[config.mk]
export PLATFORM = sky130hd
export DESIGN_NAME = periph_soft_reset_regs
export DESIGN_NICKNAME = d
export VERILOG_FILES = /design/src/rtl/bit_fanout.v /design/src/rtl/periph_soft_reset_regs.v /design/src/rtl/soft_reset_field.v
export VERILOG_INCLUDE_DIRS = /design/src /design/src/rtl
export SDC_FILE = /design/constraint.sdc
export NUM_CORES = 1
export LEC_CHECK = 0
export BUFFER_PORTS_ARGS = -buffer_cell sky130_fd_sc_hd__buf_2
export CORE_MARGIN = 1
export CORE_UTILIZATION = 31
export DETAILED_ROUTE_END_ITERATION = 8
export PLACE_DENSITY = 0.8
export SETUP_SLACK_MARGIN = 0.02
export SLEW_MARGIN = 0
export SYNTH_ARGS = -nofsm -noshare
export SYNTH_HDL_FRONTEND = slang
export SYNTH_SLANG_ARGS = --single-unit
export TNS_END_PERCENT = 10
[constraint.sdc]
create_clock -name clk -period 1.56 [get_ports clk]
set_input_delay 0.078 -clock clk [delete_from_list [all_inputs] [get_ports clk]]
set_output_delay 0.078 -clock clk [all_outputs]
set_load 0.005 [all_outputs]
[src/rtl/periph_soft_reset_regs.vh]
// offsets, field positions and reset values of the peripheral soft reset registers
`ifndef PERIPH_SOFT_RESET_REGS_VH
`define PERIPH_SOFT_RESET_REGS_VH

// ----------------------------------------------------------------------------
// register offsets
// ----------------------------------------------------------------------------
`define SERIAL_TIMER_OFFSET 12'h044
`define PIN_PORTS_OFFSET 12'h048
`define ADDR_WIDTH 12

// ----------------------------------------------------------------------------
// reset values
// ----------------------------------------------------------------------------
`define SERIAL_TIMER_RESET 32'h00000000
`define PIN_PORTS_RESET 32'h00000000

// ----------------------------------------------------------------------------
// field positions, first register
// ----------------------------------------------------------------------------
`define GP_TMR_UNIT0_BIT 16
`define GP_TMR_UNIT1_BIT 17
`define GP_TMR_UNIT2_BIT 18
`define GP_TMR_UNIT3_BIT 19
`define TWO_WIRE_UNIT0_BIT 12
`define TWO_WIRE_UNIT1_BIT 14
`define SYNC_SERIAL_UNIT0_BIT 4
`define SYNC_SERIAL_UNIT1_BIT 5
`define ASYNC_SERIAL_UNIT0_BIT 0
`define ASYNC_SERIAL_UNIT1_BIT 1
`define ASYNC_SERIAL_UNIT2_BIT 2

// implemented bits of the first register: 19:16, 14, 12, 5:4, 2:0
`define SERIAL_TIMER_IMPL 32'h000F5037

// ----------------------------------------------------------------------------
// field positions, second register
// ----------------------------------------------------------------------------
`define PIN_PORT_A_BIT 0
`define PIN_PORT_COUNT 8
`define PIN_PORTS_IMPL 32'h000000FF

`endif

[src/rtl/bit_fanout.v]
// spreads a register's control bits to per-unit reset outputs
module bit_fanout #(
	parameter WIDTH = 8
) (
	input wire [31:0] regValue, // register contents
	input wire [WIDTH*6-1:0] bitSel, // six-bit field per output, low five bits index regValue
	output wire [WIDTH-1:0] rstOut // held-reset level per unit
);
	genvar i;
	generate
		for (i = 0; i < WIDTH; i = i + 1) begin : g_out
			assign rstOut[i] = regValue[bitSel[i*6 +: 5]];
		end
	endgenerate
endmodule

[src/rtl/periph_soft_reset_regs.v]
// peripheral software reset control registers for timers, serial units and pin ports
//
// Decided for this implementation: the strobed register port.
`include "periph_soft_reset_regs.vh"

module periph_soft_reset_regs (
	input wire clk, // system clock, 25 MHz
	input wire reset, // synchronous reset, active high
	input wire [11:0] addr, // register byte address
	input wire [31:0] wrData, // write data
	input wire wrStrobe, // write strobe, one cycle
	input wire rdStrobe, // read strobe, one cycle
	output reg [31:0] rdData, // read data, the cycle after rdStrobe
	input wire [31:0] capability_mask_two, // present-unit bits for first register
	input wire [31:0] capability_mask_four, // present-port bits for second register
	output wire gp_tmr_unit0_rst, // timer unit 0 held in reset
	output wire gp_tmr_unit1_rst, // timer unit 1 held in reset
	output wire gp_tmr_unit2_rst, // timer unit 2 held in reset
	output wire gp_tmr_unit3_rst, // timer unit 3 held in reset
	output wire two_wire_unit0_rst, // two-wire unit 0 held in reset
	output wire two_wire_unit1_rst, // two-wire unit 1 held in reset
	output wire sync_serial_unit0_rst, // sync serial unit 0 held in reset
	output wire sync_serial_unit1_rst, // sync serial unit 1 held in reset
	output wire async_serial_unit0_rst, // async serial unit 0 held in reset
	output wire async_serial_unit1_rst, // async serial unit 1 held in reset
	output wire async_serial_unit2_rst, // async serial unit 2 held in reset
	output wire pin_port_a_rst, // port A held in reset
	output wire pin_port_b_rst, // port B held in reset
	output wire pin_port_c_rst, // port C held in reset
	output wire pin_port_d_rst, // port D held in reset
	output wire pin_port_e_rst, // port E held in reset
	output wire pin_port_f_rst, // port F held in reset
	output wire pin_port_g_rst, // port G held in reset
	output wire pin_port_h_rst // port H held in reset
);
	// ------------------------------------------------------------------------
	// address decode
	// ------------------------------------------------------------------------
	function hit;
		input [11:0] a;
		input [11:0] off;
		begin
			hit = (a == off);
		end
	endfunction

	wire [31:0] serialTimer_q;
	wire [31:0] pinPorts_q;
	wire [10:0] serialTimerRst;
	wire [7:0] pinPortRst;

	// ------------------------------------------------------------------------
	// register storage
	// ------------------------------------------------------------------------
	soft_reset_field #(
		.IMPL_MASK(`SERIAL_TIMER_IMPL),
		.RESET_VALUE(`SERIAL_TIMER_RESET)
	) u_serialTimer (
		.clk(clk),
		.reset(reset),
		.wrEn(wrStrobe & hit(addr, `SERIAL_TIMER_OFFSET)),
		.wrData(wrData),
		.capMask(capability_mask_two),
		.value_q(serialTimer_q)
	);

	soft_reset_field #(
		.IMPL_MASK(`PIN_PORTS_IMPL),
		.RESET_VALUE(`PIN_PORTS_RESET)
	) u_pinPorts (
		.clk(clk),
		.reset(reset),
		.wrEn(wrStrobe & hit(addr, `PIN_PORTS_OFFSET)),
		.wrData(wrData),
		.capMask(capability_mask_four),
		.value_q(pinPorts_q)
	);

	// ------------------------------------------------------------------------
	// read port
	// ------------------------------------------------------------------------
	// unmapped addresses and reserved bits read zero
	always @(posedge clk) begin
		if (reset) begin
			rdData <= 32'h00000000;
		end else if (rdStrobe && hit(addr, `SERIAL_TIMER_OFFSET)) begin
			rdData <= serialTimer_q;
		end else if (rdStrobe && hit(addr, `PIN_PORTS_OFFSET)) begin
			rdData <= pinPorts_q;
		end else begin
			rdData <= 32'h00000000;
		end
	end

	// ------------------------------------------------------------------------
	// per-unit reset levels
	// ------------------------------------------------------------------------
	// level outputs: the unit stays in reset until software clears the bit
	bit_fanout #(
		.WIDTH(11)
	) u_serialFan (
		.regValue(serialTimer_q),
		.bitSel({6'd`GP_TMR_UNIT3_BIT, 6'd`GP_TMR_UNIT2_BIT, 6'd`GP_TMR_UNIT1_BIT,
			6'd`GP_TMR_UNIT0_BIT, 6'd`TWO_WIRE_UNIT1_BIT, 6'd`TWO_WIRE_UNIT0_BIT,
			6'd`SYNC_SERIAL_UNIT1_BIT, 6'd`SYNC_SERIAL_UNIT0_BIT,
			6'd`ASYNC_SERIAL_UNIT2_BIT, 6'd`ASYNC_SERIAL_UNIT1_BIT,
			6'd`ASYNC_SERIAL_UNIT0_BIT}),
		.rstOut(serialTimerRst)
	);

	bit_fanout #(
		.WIDTH(`PIN_PORT_COUNT)
	) u_portFan (
		.regValue(pinPorts_q),
		.bitSel({6'd7, 6'd6, 6'd5, 6'd4, 6'd3, 6'd2, 6'd1, 6'd0}),
		.rstOut(pinPortRst)
	);

	assign gp_tmr_unit3_rst = serialTimerRst[10];
	assign gp_tmr_unit2_rst = serialTimerRst[9];
	assign gp_tmr_unit1_rst = serialTimerRst[8];
	assign gp_tmr_unit0_rst = serialTimerRst[7];
	assign two_wire_unit1_rst = serialTimerRst[6];
	assign two_wire_unit0_rst = serialTimerRst[5];
	assign sync_serial_unit1_rst = serialTimerRst[4];
	assign sync_serial_unit0_rst = serialTimerRst[3];
	assign async_serial_unit2_rst = serialTimerRst[2];
	assign async_serial_unit1_rst = serialTimerRst[1];
	assign async_serial_unit0_rst = serialTimerRst[0];

	assign pin_port_h_rst = pinPortRst[7];
	assign pin_port_g_rst = pinPortRst[6];
	assign pin_port_f_rst = pinPortRst[5];
	assign pin_port_e_rst = pinPortRst[4];
	assign pin_port_d_rst = pinPortRst[3];
	assign pin_port_c_rst = pinPortRst[2];
	assign pin_port_b_rst = pinPortRst[1];
	assign pin_port_a_rst = pinPortRst[`PIN_PORT_A_BIT];
endmodule

[src/rtl/soft_reset_field.v]
// one software reset control register with capability-masked writes
module soft_reset_field #(
	parameter [31:0] IMPL_MASK = 32'h00000000,
	parameter [31:0] RESET_VALUE = 32'h00000000
) (
	input wire clk, // system clock
	input wire reset, // synchronous reset, active high
	input wire wrEn, // write strobe decoded for this register
	input wire [31:0] wrData, // write data
	input wire [31:0] capMask, // capability mask, 1 = unit present
	output reg [31:0] value_q // stored value
);
	wire [31:0] writable;
	wire [31:0] value_d;

	// only present, implemented bits take new data
	assign writable = IMPL_MASK & capMask;
	assign value_d = (value_q & ~writable) | (wrData & writable);

	always @(posedge clk) begin
		if (reset) begin
			value_q <= RESET_VALUE;
		end else if (wrEn) begin
			value_q <= value_d;
		end
	end
endmodule

After elaboration in Yosys (flattened, before gate mapping):

Index checks and enable logic that the tools add are counted.

* flip-flop bits (word level): 96
* bits of input ports: 112
* output and inout port bits: 51
* logic and storage cells: 19

* equality and inequality tests: 2
* multiplexer cells: 2
* bitwise gates (word level): 10
* reductions and logical operators: 2

Operator list (number)
* $and A32 B32 Y32: 2
* $mux W32: 2
* $or A32 B32 Y32: 2
* $and A32 B20 Y32: 1
* $and A32 B8 Y32: 1
* $not A20 Y32: 1
* $not A8 Y32: 1
* $eq A12 B7 Y1 const B: 2
* $and A1 B1 Y1: 2
* $logic_and A1 B1 Y1: 2

Depth between registers and ports, before layout:

* depth in word-level cells: 4
* mapped depth: 5
* mapped depth without buffers: 4

Hierarchy:

Synthesis repeated with hierarchy kept, for this count alone.

* cell total of the unflattened synthesis: 1073
* area total of the unflattened synthesis: 8703.3 sq um

Modules (own cells, without submodules)
* bit_fanout at u_serialFan: times used 1, cells an instance 483, area each 3721.1 sq um, seq. area each 0.0 sq um
* bit_fanout at u_portFan: times used 1, cells an instance 341, area each 2595.0 sq um, seq. area each 0.0 sq um
* periph_soft_reset_regs: times used 1, cells an instance 120, area each 1192.4 sq um, seq. area each 640.6 sq um
* soft_reset_field at u_serialTimer: times used 1, cells an instance 69, area each 664.4 sq um, seq. area each 220.2 sq um
* soft_reset_field at u_pinPorts: times used 1, cells an instance 60, area each 530.5 sq um, seq. area each 160.2 sq um

Worst setup path before layout:

OpenSTA, ideal clock, no wires.

* path type: input to register
* start: in addr[5]
* end: reg rdData[0]
* setup time: 60 ps
* data arrival time: 1472 ps
* required time: 1500 ps
* path slack: 28 ps
* stages on the path: 5
* buffers on the path: 1
* cells stage by stage: or4_4 or2_4 nor4_4 buf_4 a22o_1

* word-level cells in the longest chain between the ends: 4
* elaborated cells on any way between the ends: 6
* those cells by class: eq/ne: 2; mux: 2; reduce/logical: 2

RTL lines
* start, declared: line periph_soft_reset_regs.v:9 `input wire [11:0] addr,`
* $eq A12 B7 Y1: line periph_soft_reset_regs.v:43 `hit = (a == off);`
* $logic_and A1 B1 Y1: line periph_soft_reset_regs.v:88 `` end else if (rdStrobe && hit(addr, `PIN_PORTS_OFFSET)) begin ``
* $mux W32: line periph_soft_reset_regs.v:88
* $mux W32 *: line periph_soft_reset_regs.v:86 `` end else if (rdStrobe && hit(addr, `SERIAL_TIMER_OFFSET)) begin ``
* end signal, assigned: line periph_soft_reset_regs.v:87 `rdData <= serialTimer_q;`
* end signal, assigned: line periph_soft_reset_regs.v:89 `rdData <= pinPorts_q;`
* end, declared: line periph_soft_reset_regs.v:13 `output reg [31:0] rdData,`

Every way passes the cells marked *; elsewhere a longest branch is shown, timed or not.
A chain may end at the register's enable or synchronous reset.

Final worst setup path:

* start: in addr[5]
* end: reg rdData[5]

Same word-level chain as after synthesis.

==> results by group <==
Critical path
  • Crit. End Element: register
  • CP Launch Type: input port
  • WP data arrival: 1.63 ns
  • Maximum fanout along the worst path: 11
  • WS Path Type: input port to register
  • Req. time, crit path: 1.78 ns

Final layout
  • Proportion of layout cells with a drive suffix above 1: 44.1%
  • Area delta synth->final: 35.0%
  • Design area: 2090 µm²
  • FF/Latch Area: 661 µm²
  • Layout Nets: 341
  • # diodes: 0
  • FILL cells: 485
  • Area of the multi-input gates: 785 µm²

Yosys
  • Yosys Warn Count: 0
  • Synth area leader: dfxtp_1
  • Seq/Total Area, Yosys: 42.6%
  • Asr flop ratio synth: 0%
  • EDFF count, synth: 0
  • Mapped cell area: 1550 µm²
  • Main synth FF type: dfxtp_1
  • Number of distinct library cells after synthesis: 17
  • Synth top area cells: dfxtp_1 43%, o21ba_1 12%, buf_4 9.7%
  • Count leader, synth: dfxtp_1
  • Seq cells post-synth: 33
  • Post-synth top area share: 42.6%
  • Syn avg cell area: 10.9 µm²
  • Syn Inst Count: 142
  • Post-synth top cells: 33 x dfxtp_1, 20 x buf_4, 19 x a21boi_1, 19 x and3_1, 19 x o21ba_1

Global route
  • GR Util met3: 5.80%
  • GRT Max-Usage Layer: met2
  • Antenna violations before repair: 0
  • Total track usage: 13.8%
  • First-pass GRT wire length: 5.29 mm
  • Largest net degree at the start of global routing: 23
  • Grt met1 use: 13.6%
  • Met2 Resource Use GR: 25.0%
  • Vias in the first global route: 1205
  • Overflow after GRT: 0

Timing
  • # setup viols final: 0
  • Worst setup margin: 0.148 ns
  • RSZ-0062 raised after global routing: false
  • Skew final: 0.00273 ns
  • Max Fclk: 708 MHz
  • Max Slew Vio Count: 0
  • Hold Fails Final Rpt: 0
  • Final Cycle Share: 90.5%
  • Post-layout min period: 1.41 ns

Placement
  • Placed Area: 2000 µm²
  • Detail Placement HPWL: 2.64 mm
  • Final Wtd Congestion: 0.690
  • Port-buffer cells: 81
  • Pre-CTS WS: -0.138 ns

Power
  • Leakage: 1.30 nW
  • Tot Pwr: 1.59 mW
  • Worst VDD drop: 0.000346 V
  • Power Density: 760 nW/µm²

Clocking
  • CTS sink count: 33
  • Clk buf depth: 2
  • # hold bufs at CTS: 0
  • Clk slew on worst S/H paths: 0.06 ns
  • Clock Tree Root: clkbuf_8
  • Clock Latency Late Sink: 0.28 ns
  • CTS tree: done
  • H-tree depth: 2
  • Post_cts resized: 0
  • CTS Buf Count: 5
  • Post-CTS setup buffers: 0

Routing
  • WL/cell: 11.8 µm
  • Initial DRT Pass Iterations: 4
  • DRC errors left: 0
  • Post-DR vias/cell: 4.34
  • Initial DRC Count: 19
  • Post-route ant nets: 0
  • Vias: 1285
  • Routed WL: 3.48 mm

Outcome
  • Status: finished, final reports clean

Die
  • Starting density of the core: 32.6%
  • Die area: 5280 µm²
  • IO Pins: 163
  • Die Wd: 72.7 µm
  • Row count: 25
  • Die height: 72.7 µm
  • Core Region: 4750 µm²

Flow run
  • Max-cap violations: 0

Hold path
  • Hold Crit Class: input port to register
## final cells by class
type	count	area share [%]
clock buffer	7	4.13
multi-input combinational	102	37.5
timing repair buffer	87	22.7
tap	67	4.01
sequential	33	31.6
## critical path, cell delays in order
cell and delay, ns:
buf_2 0.09, or4_4 0.57, or2_4 0.28, nor4_4 0.25, buf_4 0.21, a22o_1 0.15
## power by group
part	leakage, nW	internal, mW	total (mW)	switching [mW]
sequential	0.266	0.843	0.843	0.0000173
clock	0.0443	0.350	0.633	0.283
combinational	0.995	0.0608	0.113	0.0527
## per-layer routing
metal / vias to the layer above / wire (µm)
met5: - / 0
met4: 0 / 64
met3: 6 / 223
met2: 59 / 1840
met1: 576 / 1350
li1: 644 / -
## metrics by stage
step	util [%]	hold WS (ns)	setup TNS, ns	std cells
finish	44.0	0.136	0	296
global route	44.0	0.140	0	296
CTS	44.0	0.128	0	296
detailed placement	42.2	0.421	-3.40	289
global placement	42.2	0.412	-2.66	289
floorplan	-	0.331	0	159
## logic make-up (layout without fill, tap and decap cells)
logic type | after synthesis | count (layout) | share of synthesized area, %
DFF | 33 | 33 | 42.6
other | 1 | 18 | 0.242
and+or+nand+nor | 41 | 41 | 22.0
AOI/OAI and AO/OA | 43 | 43 | 24.3
buffers and inverters | 24 | 94 | 10.8
## cells in the final DEF (no fill, tap or decap), types with 4 or more instances in the layout
cell type,instances
conb_1,18
clkbuf_8,6
and3_1,19
nor4_4,4
a21boi_1,19
dfxtp_1,33
buf_2,81
and2_1,9
a22o_1,5
buf_4,4
o21ba_1,19
## worst paths after layout
| check | start | endpoint | slack [ns] | cells past startpoint |
|---|---|---|---|---|
| max | addr[5] | rdData[5] | 0.15 | 6 |
| min | wrData[14] | register | 0.14 | 3 |
| max reg2reg | register | register | 0.82 | 2 |
| min reg2reg | register | rdData[17] | 0.47 | 1 |
Note: power is estimated with default switching activity, not from simulation.
